**config.mk**
```make
export PLATFORM = sky130hd
export DESIGN_NAME = timer_counter_pwm_unit
export DESIGN_NICKNAME = d
export VERILOG_FILES = /design/src/hw/tcu_pkg.sv /design/src/hw/timer_counter_pwm_unit.sv /design/src/hw/counter_channel.sv /design/src/hw/dead_band_pair.sv
export SDC_FILE = /design/constraint.sdc
export NUM_CORES = 2
export LEC_CHECK = 0
export ABC_AREA = 1
export BUFFER_PORTS_ARGS = -buffer_cell sky130_fd_sc_hd__buf_2
export CORE_ASPECT_RATIO = 0.6
export CORE_UTILIZATION = 55
export DETAILED_ROUTE_END_ITERATION = 10
export PLACE_DENSITY = 0.73
export SLEW_MARGIN = 20
export SYNTH_ARGS = -nofsm -noshare
export SYNTH_HDL_FRONTEND = slang
export SYNTH_SLANG_ARGS = --single-unit
```
**constraint.sdc**
```tcl
create_clock -name I_CLK_SYS -period 32.2 [get_ports I_CLK_SYS]
set_clock_uncertainty 0.1 [all_clocks]
set_input_delay 6.44 -clock I_CLK_SYS [delete_from_list [all_inputs] [get_ports I_CLK_SYS]]
set_output_delay 6.44 -clock I_CLK_SYS [all_outputs]
set_load 0.02 [all_outputs]
```
**src/hw/tcu_pkg.sv**
```systemverilog
`default_nettype none
package tcu_pkg;
    // channel count and widths
    localparam int NUM_CH = 8;
    localparam int CH_W = 3;
    localparam int CNT_W = 16;
    localparam int DEAD_W = 8;
    localparam int PRE_W = 8;
    localparam int CTRL_W = 2;
    localparam int ADDR_W = 12;
    localparam int DATA_W = 32;
    localparam int INT_W = 2 * NUM_CH;

    // channel window: addr[7:5] picks channel, addr[4:2] the register
    localparam logic [3:0] CHAN_PAGE = 4'h0;
    localparam logic [2:0] REG_CTRL = 3'h0;
    localparam logic [2:0] REG_PERIOD = 3'h1;
    localparam logic [2:0] REG_COMPARE = 3'h2;
    localparam logic [2:0] REG_DEAD = 3'h3;
    localparam logic [2:0] REG_COUNT = 3'h4;
    localparam logic [2:0] REG_CAPTURE = 3'h5;
    localparam logic [11:0] ADDR_INT_STATUS = 12'h100;
    localparam logic [11:0] ADDR_INT_MASK = 12'h104;
    localparam logic [11:0] ADDR_PRESCALE = 12'h108;

    // control fields
    localparam int CTRL_EN_BIT = 0;
    localparam int CTRL_ONESHOT_BIT = 1;
    localparam int CTRL_RUN_BIT = 8;
    localparam int INT_CAP_BASE = NUM_CH;

    // reset values
    localparam logic [CTRL_W-1:0] CTRL_RST = 2'h0;
    localparam logic [CNT_W-1:0] PERIOD_RST = 16'hFFFF;
    localparam logic [CNT_W-1:0] COMPARE_RST = 16'h0000;
    localparam logic [DEAD_W-1:0] DEAD_RST = 8'h00;
    localparam logic [PRE_W-1:0] PRESCALE_RST = 8'h00;
    localparam logic [INT_W-1:0] INT_RST = 16'h0000;

    typedef enum logic [1:0] {CH_IDLE, CH_RUN, CH_HALT} ch_state_t;

    // address decode helpers, used by read and write paths
    function automatic logic is_chan(input logic [ADDR_W-1:0] a);
        return (a[11:8] == CHAN_PAGE) && (a[4:2] <= REG_CAPTURE);
    endfunction

    function automatic logic [CH_W-1:0] chan_of(input logic [ADDR_W-1:0] a);
        return a[7:5];
    endfunction

    function automatic logic [2:0] reg_of(input logic [ADDR_W-1:0] a);
        return a[4:2];
    endfunction
endpackage
`default_nettype wire

```
**src/hw/timer_counter_pwm_unit.sv**
```systemverilog
`timescale 1ns/10ps
`default_nettype none
module timer_counter_pwm_unit
    import tcu_pkg::*;
#(
    parameter int N_CH = NUM_CH,
    parameter int CW = CNT_W
)(
    input wire logic I_CLK_SYS,
    input wire logic I_RESET,
    input wire logic I_PSEL,
    input wire logic I_PENABLE,
    input wire logic I_PWRITE,
    input wire logic [ADDR_W-1:0] I_PADDR,
    input wire logic [DATA_W-1:0] I_PWDATA,
    input wire logic [N_CH-1:0] I_CAPTURE,
    input wire logic [N_CH-1:0] I_KILL,
    output logic [DATA_W-1:0] O_PRDATA,
    output logic O_PREADY,
    output logic O_PSLVERR,
    output logic [N_CH-1:0] O_PWM,
    output logic [N_CH-1:0] O_PWM_N,
    output logic O_IRQ
);
    // software-visible configuration, one set per channel
    logic [CTRL_W-1:0] ctrl_q [N_CH];
    logic [CTRL_W-1:0] ctrl_d [N_CH];
    logic [CW-1:0] period_q [N_CH];
    logic [CW-1:0] period_d [N_CH];
    logic [CW-1:0] compare_q [N_CH];
    logic [CW-1:0] compare_d [N_CH];
    logic [DEAD_W-1:0] dead_q [N_CH];
    logic [DEAD_W-1:0] dead_d [N_CH];

    // global registers
    logic [INT_W-1:0] status_q, status_d;
    logic [INT_W-1:0] mask_q, mask_d;
    logic [PRE_W-1:0] prescale_q, prescale_d;
    logic [PRE_W-1:0] pre_cnt_q, pre_cnt_d;
    logic irq_q, irq_d;

    // bus answer registers
    logic [DATA_W-1:0] rdata_q, rdata_d;
    logic ready_q, ready_d;
    logic err_q, err_d;

    // channel results
    logic [CW-1:0] count_w [N_CH];
    logic [CW-1:0] capture_w [N_CH];
    logic [N_CH-1:0] match_w;
    logic [N_CH-1:0] cap_evt_w;
    logic [N_CH-1:0] raw_w;
    logic [N_CH-1:0] running_w;
    logic [N_CH-1:0] pwm_w;
    logic [N_CH-1:0] pwm_n_w;

    // decoded bus strobes
    logic setup_ph;
    logic access_ph;
    logic wr_en;
    logic rd_done;
    logic chan_hit;
    logic [CH_W-1:0] ch_sel;
    logic [2:0] reg_sel;
    logic tick;
    logic [INT_W-1:0] events;
    logic [INT_W-1:0] clr_bits;

    // apb phases; ready is only high in the access cycle
    assign setup_ph = I_PSEL && !I_PENABLE;
    assign access_ph = I_PSEL && I_PENABLE && ready_q;
    assign wr_en = access_ph && I_PWRITE && !err_q;
    assign rd_done = access_ph && !I_PWRITE;
    assign chan_hit = is_chan(I_PADDR);
    assign ch_sel = chan_of(I_PADDR);
    assign reg_sel = reg_of(I_PADDR);

    // shared prescaler: one-cycle enable every prescale+1 clocks
    // compare is >= so lowering the prescale never stalls ticks for a wrap
    always_comb begin
        tick = (pre_cnt_q >= prescale_q);
        pre_cnt_d = tick ? '0 : pre_cnt_q + 1'b1;
    end

    always_ff @(posedge I_CLK_SYS or posedge I_RESET) begin
        if (I_RESET) begin
            pre_cnt_q <= '0;
        end else begin
            pre_cnt_q <= pre_cnt_d;
        end
    end

    // register writes; count and capture are read-only
    always_comb begin
        ctrl_d = ctrl_q;
        period_d = period_q;
        compare_d = compare_q;
        dead_d = dead_q;
        mask_d = mask_q;
        prescale_d = prescale_q;
        if (wr_en && chan_hit) begin
            case (reg_sel)
                REG_CTRL: begin
                    ctrl_d[ch_sel] = I_PWDATA[CTRL_W-1:0];
                end
                REG_PERIOD: begin
                    period_d[ch_sel] = I_PWDATA[CW-1:0];
                end
                REG_COMPARE: begin
                    compare_d[ch_sel] = I_PWDATA[CW-1:0];
                end
                REG_DEAD: begin
                    dead_d[ch_sel] = I_PWDATA[DEAD_W-1:0];
                end
                default: begin
                end
            endcase
        end else if (wr_en) begin
            case (I_PADDR)
                ADDR_INT_MASK: begin
                    mask_d = I_PWDATA[INT_W-1:0];
                end
                ADDR_PRESCALE: begin
                    prescale_d = I_PWDATA[PRE_W-1:0];
                end
                default: begin
                end
            endcase
        end
    end

    always_ff @(posedge I_CLK_SYS or posedge I_RESET) begin
        if (I_RESET) begin
            for (int i = 0; i < N_CH; i++) begin
                ctrl_q[i] <= CTRL_RST;
                period_q[i] <= PERIOD_RST;
                compare_q[i] <= COMPARE_RST;
                dead_q[i] <= DEAD_RST;
            end
            mask_q <= INT_RST;
            prescale_q <= PRESCALE_RST;
        end else begin
            ctrl_q <= ctrl_d;
            period_q <= period_d;
            compare_q <= compare_d;
            dead_q <= dead_d;
            mask_q <= mask_d;
            prescale_q <= prescale_d;
        end
    end

    // read data is prepared in the setup cycle so it leaves a flop
    always_comb begin
        rdata_d = rdata_q;
        err_d = 1'b0;
        ready_d = setup_ph;
        if (setup_ph) begin
            rdata_d = '0;
            if (chan_hit) begin
                case (reg_sel)
                    REG_CTRL: begin
                        rdata_d[CTRL_W-1:0] = ctrl_q[ch_sel];
                        rdata_d[CTRL_RUN_BIT] = running_w[ch_sel];
                    end
                    REG_PERIOD: begin
                        rdata_d[CW-1:0] = period_q[ch_sel];
                    end
                    REG_COMPARE: begin
                        rdata_d[CW-1:0] = compare_q[ch_sel];
                    end
                    REG_DEAD: begin
                        rdata_d[DEAD_W-1:0] = dead_q[ch_sel];
                    end
                    REG_COUNT: begin
                        rdata_d[CW-1:0] = count_w[ch_sel];
                    end
                    default: begin
                        rdata_d[CW-1:0] = capture_w[ch_sel];
                    end
                endcase
            end else begin
                case (I_PADDR)
                    ADDR_INT_STATUS: begin
                        rdata_d[INT_W-1:0] = status_q;
                    end
                    ADDR_INT_MASK: begin
                        rdata_d[INT_W-1:0] = mask_q;
                    end
                    ADDR_PRESCALE: begin
                        rdata_d[PRE_W-1:0] = prescale_q;
                    end
                    default: begin
                        // unmapped: error answer, zero data
                        err_d = 1'b1;
                    end
                endcase
            end
        end else if (access_ph) begin
            err_d = 1'b0;
        end else begin
            err_d = err_q;
        end
    end

    always_ff @(posedge I_CLK_SYS or posedge I_RESET) begin
        if (I_RESET) begin
            rdata_q <= '0;
            ready_q <= 1'b0;
            err_q <= 1'b0;
        end else begin
            rdata_q <= rdata_d;
            ready_q <= ready_d;
            err_q <= err_d;
        end
    end

    // sticky events; only bits the read returned are cleared,
    // so an event landing on the clearing edge survives
    always_comb begin
        events = {cap_evt_w, match_w};
        clr_bits = '0;
        if (rd_done && !err_q && I_PADDR == ADDR_INT_STATUS) begin
            clr_bits = rdata_q[INT_W-1:0];
        end
        status_d = (status_q & ~clr_bits) | events;
        irq_d = |(status_d & mask_d);
    end

    always_ff @(posedge I_CLK_SYS or posedge I_RESET) begin
        if (I_RESET) begin
            status_q <= INT_RST;
            irq_q <= 1'b0;
        end else begin
            status_q <= status_d;
            irq_q <= irq_d;
        end
    end

    // independent channels, each with its own dead-band stage
    for (genvar g = 0; g < N_CH; g++) begin : g_ch
        counter_channel #(
            .W(CW)
        ) u_cnt (
            .i_clk(I_CLK_SYS),
            .i_reset(I_RESET),
            .i_tick(tick),
            .i_enable(ctrl_q[g][CTRL_EN_BIT]),
            .i_oneshot(ctrl_q[g][CTRL_ONESHOT_BIT]),
            .i_period(period_q[g]),
            .i_compare(compare_q[g]),
            .i_capture(I_CAPTURE[g]),
            .o_count(count_w[g]),
            .o_capture(capture_w[g]),
            .o_match(match_w[g]),
            .o_cap_evt(cap_evt_w[g]),
            .o_pwm_raw(raw_w[g]),
            .o_running(running_w[g])
        );

        // kill bypasses software entirely, acts on the next edge
        dead_band_pair #(
            .W(DEAD_W)
        ) u_db (
            .i_clk(I_CLK_SYS),
            .i_reset(I_RESET),
            .i_raw(raw_w[g]),
            .i_dead(dead_q[g]),
            .i_kill(I_KILL[g]),
            .o_true(pwm_w[g]),
            .o_compl(pwm_n_w[g])
        );
    end

    // all outputs are flop outputs
    assign O_PRDATA = rdata_q;
    assign O_PREADY = ready_q;
    assign O_PSLVERR = err_q;
    assign O_PWM = pwm_w;
    assign O_PWM_N = pwm_n_w;
    assign O_IRQ = irq_q;
endmodule
`default_nettype wire

```
**src/hw/counter_channel.sv**
```systemverilog
`timescale 1ns/10ps
`default_nettype none
module counter_channel
    import tcu_pkg::*;
#(
    parameter int W = CNT_W
)(
    input wire logic i_clk,
    input wire logic i_reset,
    input wire logic i_tick,
    input wire logic i_enable,
    input wire logic i_oneshot,
    input wire logic [W-1:0] i_period,
    input wire logic [W-1:0] i_compare,
    input wire logic i_capture,
    output logic [W-1:0] o_count,
    output logic [W-1:0] o_capture,
    output logic o_match,
    output logic o_cap_evt,
    output logic o_pwm_raw,
    output logic o_running
);
    ch_state_t state_q, state_d;
    logic [W-1:0] count_q, count_d;
    logic [W-1:0] cap_q, cap_d;
    logic cap_prev_q;
    logic match;
    logic cap_rise;

    // count and period match on the tick cycle; capture edge checked every clock
    always_comb begin
        state_d = state_q;
        count_d = count_q;
        match = 1'b0;
        case (state_q)
            CH_IDLE: begin
                count_d = '0;
                if (i_enable) begin
                    state_d = CH_RUN;
                end
            end
            CH_RUN: begin
                if (!i_enable) begin
                    state_d = CH_IDLE;
                end else if (i_tick) begin
                    if (count_q == i_period) begin
                        match = 1'b1;
                        if (i_oneshot) begin
                            state_d = CH_HALT;
                        end else begin
                            count_d = '0;
                        end
                    end else begin
                        count_d = count_q + 1'b1;
                    end
                end
            end
            CH_HALT: begin
                // stays frozen on the period value until disabled
                if (!i_enable) begin
                    state_d = CH_IDLE;
                end
            end
            default: begin
                state_d = CH_IDLE;
            end
        endcase
        cap_rise = i_capture && !cap_prev_q;
        cap_d = cap_rise ? count_q : cap_q;
    end

    always_ff @(posedge i_clk or posedge i_reset) begin
        if (i_reset) begin
            state_q <= CH_IDLE;
            count_q <= '0;
            cap_q <= '0;
            cap_prev_q <= 1'b0;
        end else begin
            state_q <= state_d;
            count_q <= count_d;
            cap_q <= cap_d;
            cap_prev_q <= i_capture;
        end
    end

    assign o_count = count_q;
    assign o_capture = cap_q;
    assign o_match = match;
    assign o_cap_evt = cap_rise;
    assign o_running = (state_q == CH_RUN);
    assign o_pwm_raw = (state_q != CH_IDLE) && (count_q < i_compare);
endmodule
`default_nettype wire

```
**src/hw/dead_band_pair.sv**
```systemverilog
`timescale 1ns/10ps
`default_nettype none
module dead_band_pair
    import tcu_pkg::*;
#(
    parameter int W = DEAD_W
)(
    input wire logic i_clk,
    input wire logic i_reset,
    input wire logic i_raw,
    input wire logic [W-1:0] i_dead,
    input wire logic i_kill,
    output logic o_true,
    output logic o_compl
);
    logic prev_q, prev_d;
    logic [W-1:0] wait_q, wait_d;
    logic true_q, true_d;
    logic compl_q, compl_d;

    // both legs stay low for the dead time after each raw edge
    always_comb begin
        prev_d = i_raw;
        wait_d = wait_q;
        true_d = i_raw;
        compl_d = !i_raw;
        if (i_kill) begin
            true_d = 1'b0;
            compl_d = 1'b0;
            wait_d = i_dead;
        end else if (i_raw != prev_q && i_dead != '0) begin
            wait_d = i_dead - 1'b1;
            true_d = 1'b0;
            compl_d = 1'b0;
        end else if (wait_q != '0) begin
            wait_d = wait_q - 1'b1;
            true_d = 1'b0;
            compl_d = 1'b0;
        end
    end

    always_ff @(posedge i_clk or posedge i_reset) begin
        if (i_reset) begin
            prev_q <= 1'b0;
            wait_q <= '0;
            true_q <= 1'b0;
            compl_q <= 1'b0;
        end else begin
            prev_q <= prev_d;
            wait_q <= wait_d;
            true_q <= true_d;
            compl_q <= compl_d;
        end
    end

    assign o_true = true_q;
    assign o_compl = compl_q;
endmodule
`default_nettype wire

```
==> Flow_metrics.wiki <==
{| class="wikitable"
! Metric !! Value
|-
| Library cell with the highest instance count after synthesis || sky130_fd_sc_hd__nand2_1
|-
| Largest cells by area after synthesis || sky130_fd_sc_hd__dfrtp_1, sky130_fd_sc_hd__nand2_1, sky130_fd_sc_hd__dfstp_2, sky130_fd_sc_hd__o21ai_0, sky130_fd_sc_hd__inv_1
|-
| Register Area || roughly 0.019 mm2
|-
| IO Pins || between 100 and 150
|-
| Final setup violating endpoints || 0
|-
| Synthesized netlist cell count || approximately 5500
|-
| Count of nets after finishing || 5725
|-
| Total die area || 0.07852 mm2
|-
| Relative contribution of combinational cells to total power || 6.7%
|-
| Status || complete, no violations
|-
| Pleak || 21.38 nW
|-
| FILL cells || 6837
|-
| Part of the Yosys area used for sequential elements || 45.71%
|-
| Later-pin clock latency in the skew report || 0.70 ns
|-
| Post-Route WL || 191900 um
|-
| RR Endpoint || g_ch[1].u_db.wait_q[4]$_DFFE_PP0P_
|-
| Share of the synthesized area in the top cell type || 37.81%
|-
| Buffer count from post-CTS setup fixing || 0
|-
| RSZ-0062 raised after global routing || false
|-
| CTS tree || yes
|-
| Internal power consumption || about 1.6 mW
|-
| Core footprint || 0.07603 mm2
|-
| Pins over their slew limit || 0
|-
| Part of the cycle the worst path needs || 31.60%
|-
| Area occupied by multi-input gates || 0.01909 mm2
|-
| Pwr/cell area || 45.63 mW/mm2
|-
| Fraction of layout instances using a drive strength above 1 || 8.354%
|-
| Final worst path period need || 10.18 ns
|-
| CTS resizes || 0
|-
| Transition at the pin with the smallest max-transition slack || around 1.3 ns
|-
| Maximum fanout count along the critical path || 23
|-
| Kind of capture point of the worst setup path || flip-flop
|-
| Switching share of power || 25.62%
|-
| Clock sink total || 771
|-
| Count of distinct cell types in the synthesized netlist || 58
|-
| HPWL after DPL || 142900 um
|-
| Worst rel slew slack || about 11%
|-
| Fraction of synthesis flops using an asynchronous set or reset pin || 100.0%
|-
| Critical path type || primary input to flip-flop
|-
| Placer Congestion || 1.152
|-
| Die boundary width || 361.1 um
|-
| CP Data Arrival Time || about 11 ns
|-
| Grt total ovfl || 0
|-
| Startpoint of the worst register-to-register path || g_ch[1].u_cnt.o_count[15]$_DFFE_PP0P_
|-
| Final Hold Violating Endpoints || 0
|-
| Hold Path Origin || compare_q[62]$_DFFE_PP0P_
|-
| Bufs on Longest Clock Path || 3
|-
| Mean number of vias per cell || 6.358
|-
| Top flip-flop cell by instance count after synthesis || sky130_fd_sc_hd__dfrtp_1
|-
| Instance count after placement with tap cells included || 6437
|-
| Count of warnings emitted by yosys || 0
|-
| Count of input and output buffers || 83
|-
| Class of the worst hold path || flip-flop to flip-flop
|-
| Clock buffer count from CTS || 76
|-
| Non-Filler Cell Area, Final || 0.04656 mm2
|-
| Netlist area before placement || between 0.04 and 0.05 mm2
|-
| Post-Place Cell Area || roughly 0.044 mm2
|-
| Per-instance average area after synthesis || 7.715 um2
|-
| Maximum number of pins on one net before global-route repair || about 170
|-
| Clk pwr share || 47.0%
|-
| Layout overhead on the synthesized area || 9.418%
|-
| Level count of the clock H-tree || 3
|-
| DRT iter0 DRCs || roughly 7000
|-
| Die Ht || 217.5 um
|-
| DRT Pass-1 Iters || 9
|-
| Count of maximum capacitance violations || 0
|-
| Capture endpoint of the worst hold path || compare_q[62]$_DFFE_PP0P_
|-
| Most common library cells after synthesis || sky130_fd_sc_hd__nand2_1, sky130_fd_sc_hd__inv_1, sky130_fd_sc_hd__o21ai_0
|-
| Vias in the first global route || 37010
|-
| Sequential cell fraction of total power || 46.3%
|-
| Net switching power || 0.5443 mW
|-
| Setup total negative slack || 0 ns
|-
| Number of synthesized register bits || 771
|-
| Cell count of the worst hold path || 2
|-
| FF-to-FF setup slack || 28.11 ns
|-
| Peak VDD IR || 46.77 uV
|-
| Global-route wire length before repair || 270200 um
|-
| Clock slew at reported path FFs || 0.06 ns
|-
| Worst EP required || 32.61 ns
|-
| Cell count of the worst reg-to-reg path || 16
|-
| Antenna violations before repair || 15
|-
| Num rows || 78
|-
| Maximum achievable frequency || 0.09827 GHz
|-
| Cell taking the most area after synthesis || sky130_fd_sc_hd__dfrtp_1
|-
| Count of vias placed by the detailed router || 41890
|-
| Starting density of the core || between 50 and 60%
|-
| Number of non-filler instances in the completed layout || 6589
|-
| Post-detailed-route DRC marker count || 0
|-
| Worst Setup Start Kind || primary input
|-
| Cell at the root of the clock tree || sky130_fd_sc_hd__clkbuf_16
|-
| Total global-route track usage || between 40% and 50%
|-
| Number of flops mapped to enable cells by yosys || 0
|-
| Number of nets with antenna violations after detailed routing || 0
|-
| Hold-fix buffers, CTS || 0
|-
| Average wire length per cell after detail routing || 29.13 um
|}
cell type report:
class | instances | share of cell area [%]
Timing Repair Buffer | 153 | 2.074
Multi-Input combinational cell | 3705 | 41.00
Clock inverter | 28 | 0.8276
Sequential cell | 771 | 41.78
Antenna cell | 11 | 0.05912
Inverter | 808 | 6.530
Tap cell | 1000 | 2.687
Clock buffer | 113 | 5.038
cells in the final DEF (no fill, tap or decap), drive strengths merged, types with 5 or more instances in the layout:
| cell type | count |
|---|---|
| a211oi | 29 |
| a21oi | 211 |
| a221oi | 28 |
| a22o | 9 |
| a22oi | 35 |
| a31oi | 8 |
| a41oi | 8 |
| buf | 153 |
| bufinv | 8 |
| clkbuf | 113 |
| clkinv | 27 |
| conb | 16 |
| dfrtp | 643 |
| dfstp | 128 |
| diode | 11 |
| ha | 145 |
| inv | 798 |
| mux2i | 7 |
| nand2 | 1351 |
| nand3 | 211 |
| nand4 | 116 |
| nor2 | 330 |
| nor3 | 119 |
| nor3b | 5 |
| nor4 | 39 |
| o2111ai | 13 |
| o211ai | 8 |
| o21a | 9 |
| o21ai | 695 |
| o21bai | 9 |
| o221ai | 5 |
| o22ai | 132 |
| o31ai | 25 |
| o41ai | 34 |
| or2 | 13 |
| xnor2 | 19 |
| xor2 | 61 |
metal layers:
layer | track usage, % | up-vias | routed length (um)
met5 | 3.922 | - | 295
li1 | - | 18220 | -
met3 | 31.73 | 440 | 38990
met2 | 56.78 | 3167 | 65790
met1 | 68.82 | 20050 | 78640
met4 | 18.26 | 12 | 8234
power by group through the flow:
stage | registers, mW | clock network [mW] | logic [mW]
after floorplan | 1.00 | 0 | 0.0818
after global placement | 1.00 | 0 | 0.135
after detailed placement | 1.00 | 0 | 0.137
after CTS | 0.984 | 0.995 | 0.137
after global routing | 0.985 | 1.03 | 0.152
final | 0.984 | 0.998 | 0.143
sequential cells by signal, summed over array words and instances, names as in the netlist, 64 cells and up:
signal,count
g_ch.u_cnt.o_count,128
dead_q,64
g_ch.u_db.wait_q,64
compare_q,128
g_ch.u_cnt.o_capture,128
period_q,128
worst max path at each step:
stage	cells after the start	slack, ns	endpoint	start
3_5_place_dp	10	21.69	O_PRDATA[7]$_DFFE_PP0P_	I_PADDR[7]
2_1_floorplan	1	4.23	O_IRQ$_DFF_PP0_	I_RESET
4_1_cts	10	22.40	O_PRDATA[7]$_DFFE_PP0P_	I_PADDR[7]
6_report	10	22.02	O_PRDATA[7]$_DFFE_PP0P_	I_PADDR[7]
5_1_grt	13	22.14	O_PRDATA[2]$_DFFE_PP0P_	I_PADDR[6]
3_3_place_gp	10	21.78	O_PRDATA[7]$_DFFE_PP0P_	I_PADDR[7]
metrics by stage:
step | setup WS (ns) | hold slack [ns] | utilization, % | power (mW)
2_1_floorplan | 4.229 | 0.3422 | - | 1.086
3_3_place_gp | 21.78 | 0.3645 | 57.60 | 1.137
3_5_place_dp | 21.69 | 0.3727 | 57.60 | 1.138
4_1_cts | 22.40 | 0.3884 | 61.19 | 2.117
5_1_grt | 22.14 | 0.4022 | 61.22 | 2.167
6_report | 22.02 | 0.3850 | 61.25 | 2.125
kinds of logic after synthesis:
logic type / synth area share (%)
xor gates and xnor gates: 1.647
buffers and inverters: 9.697
DFF: 45.71
other: 0.008812
adders and majority gates: 4.263
AOI/OAI and AO/OA: 16.89
and+or+nand+nor: 21.62
muxes: 0.1647
critical path, stage by stage:
cell,delay (ns)
sky130_fd_sc_hd__buf_2,0.19
sky130_fd_sc_hd__inv_1,0.11
sky130_fd_sc_hd__nand3_2,0.27
sky130_fd_sc_hd__clkinv_1,0.85
sky130_fd_sc_hd__nand2_1,0.28
sky130_fd_sc_hd__o21ai_0,0.14
sky130_fd_sc_hd__o41ai_1,0.76
sky130_fd_sc_hd__nand4_1,0.28
sky130_fd_sc_hd__o21ai_0,1.08
sky130_fd_sc_hd__a21oi_1,0.15
Power figures use the tool's default switching activity.
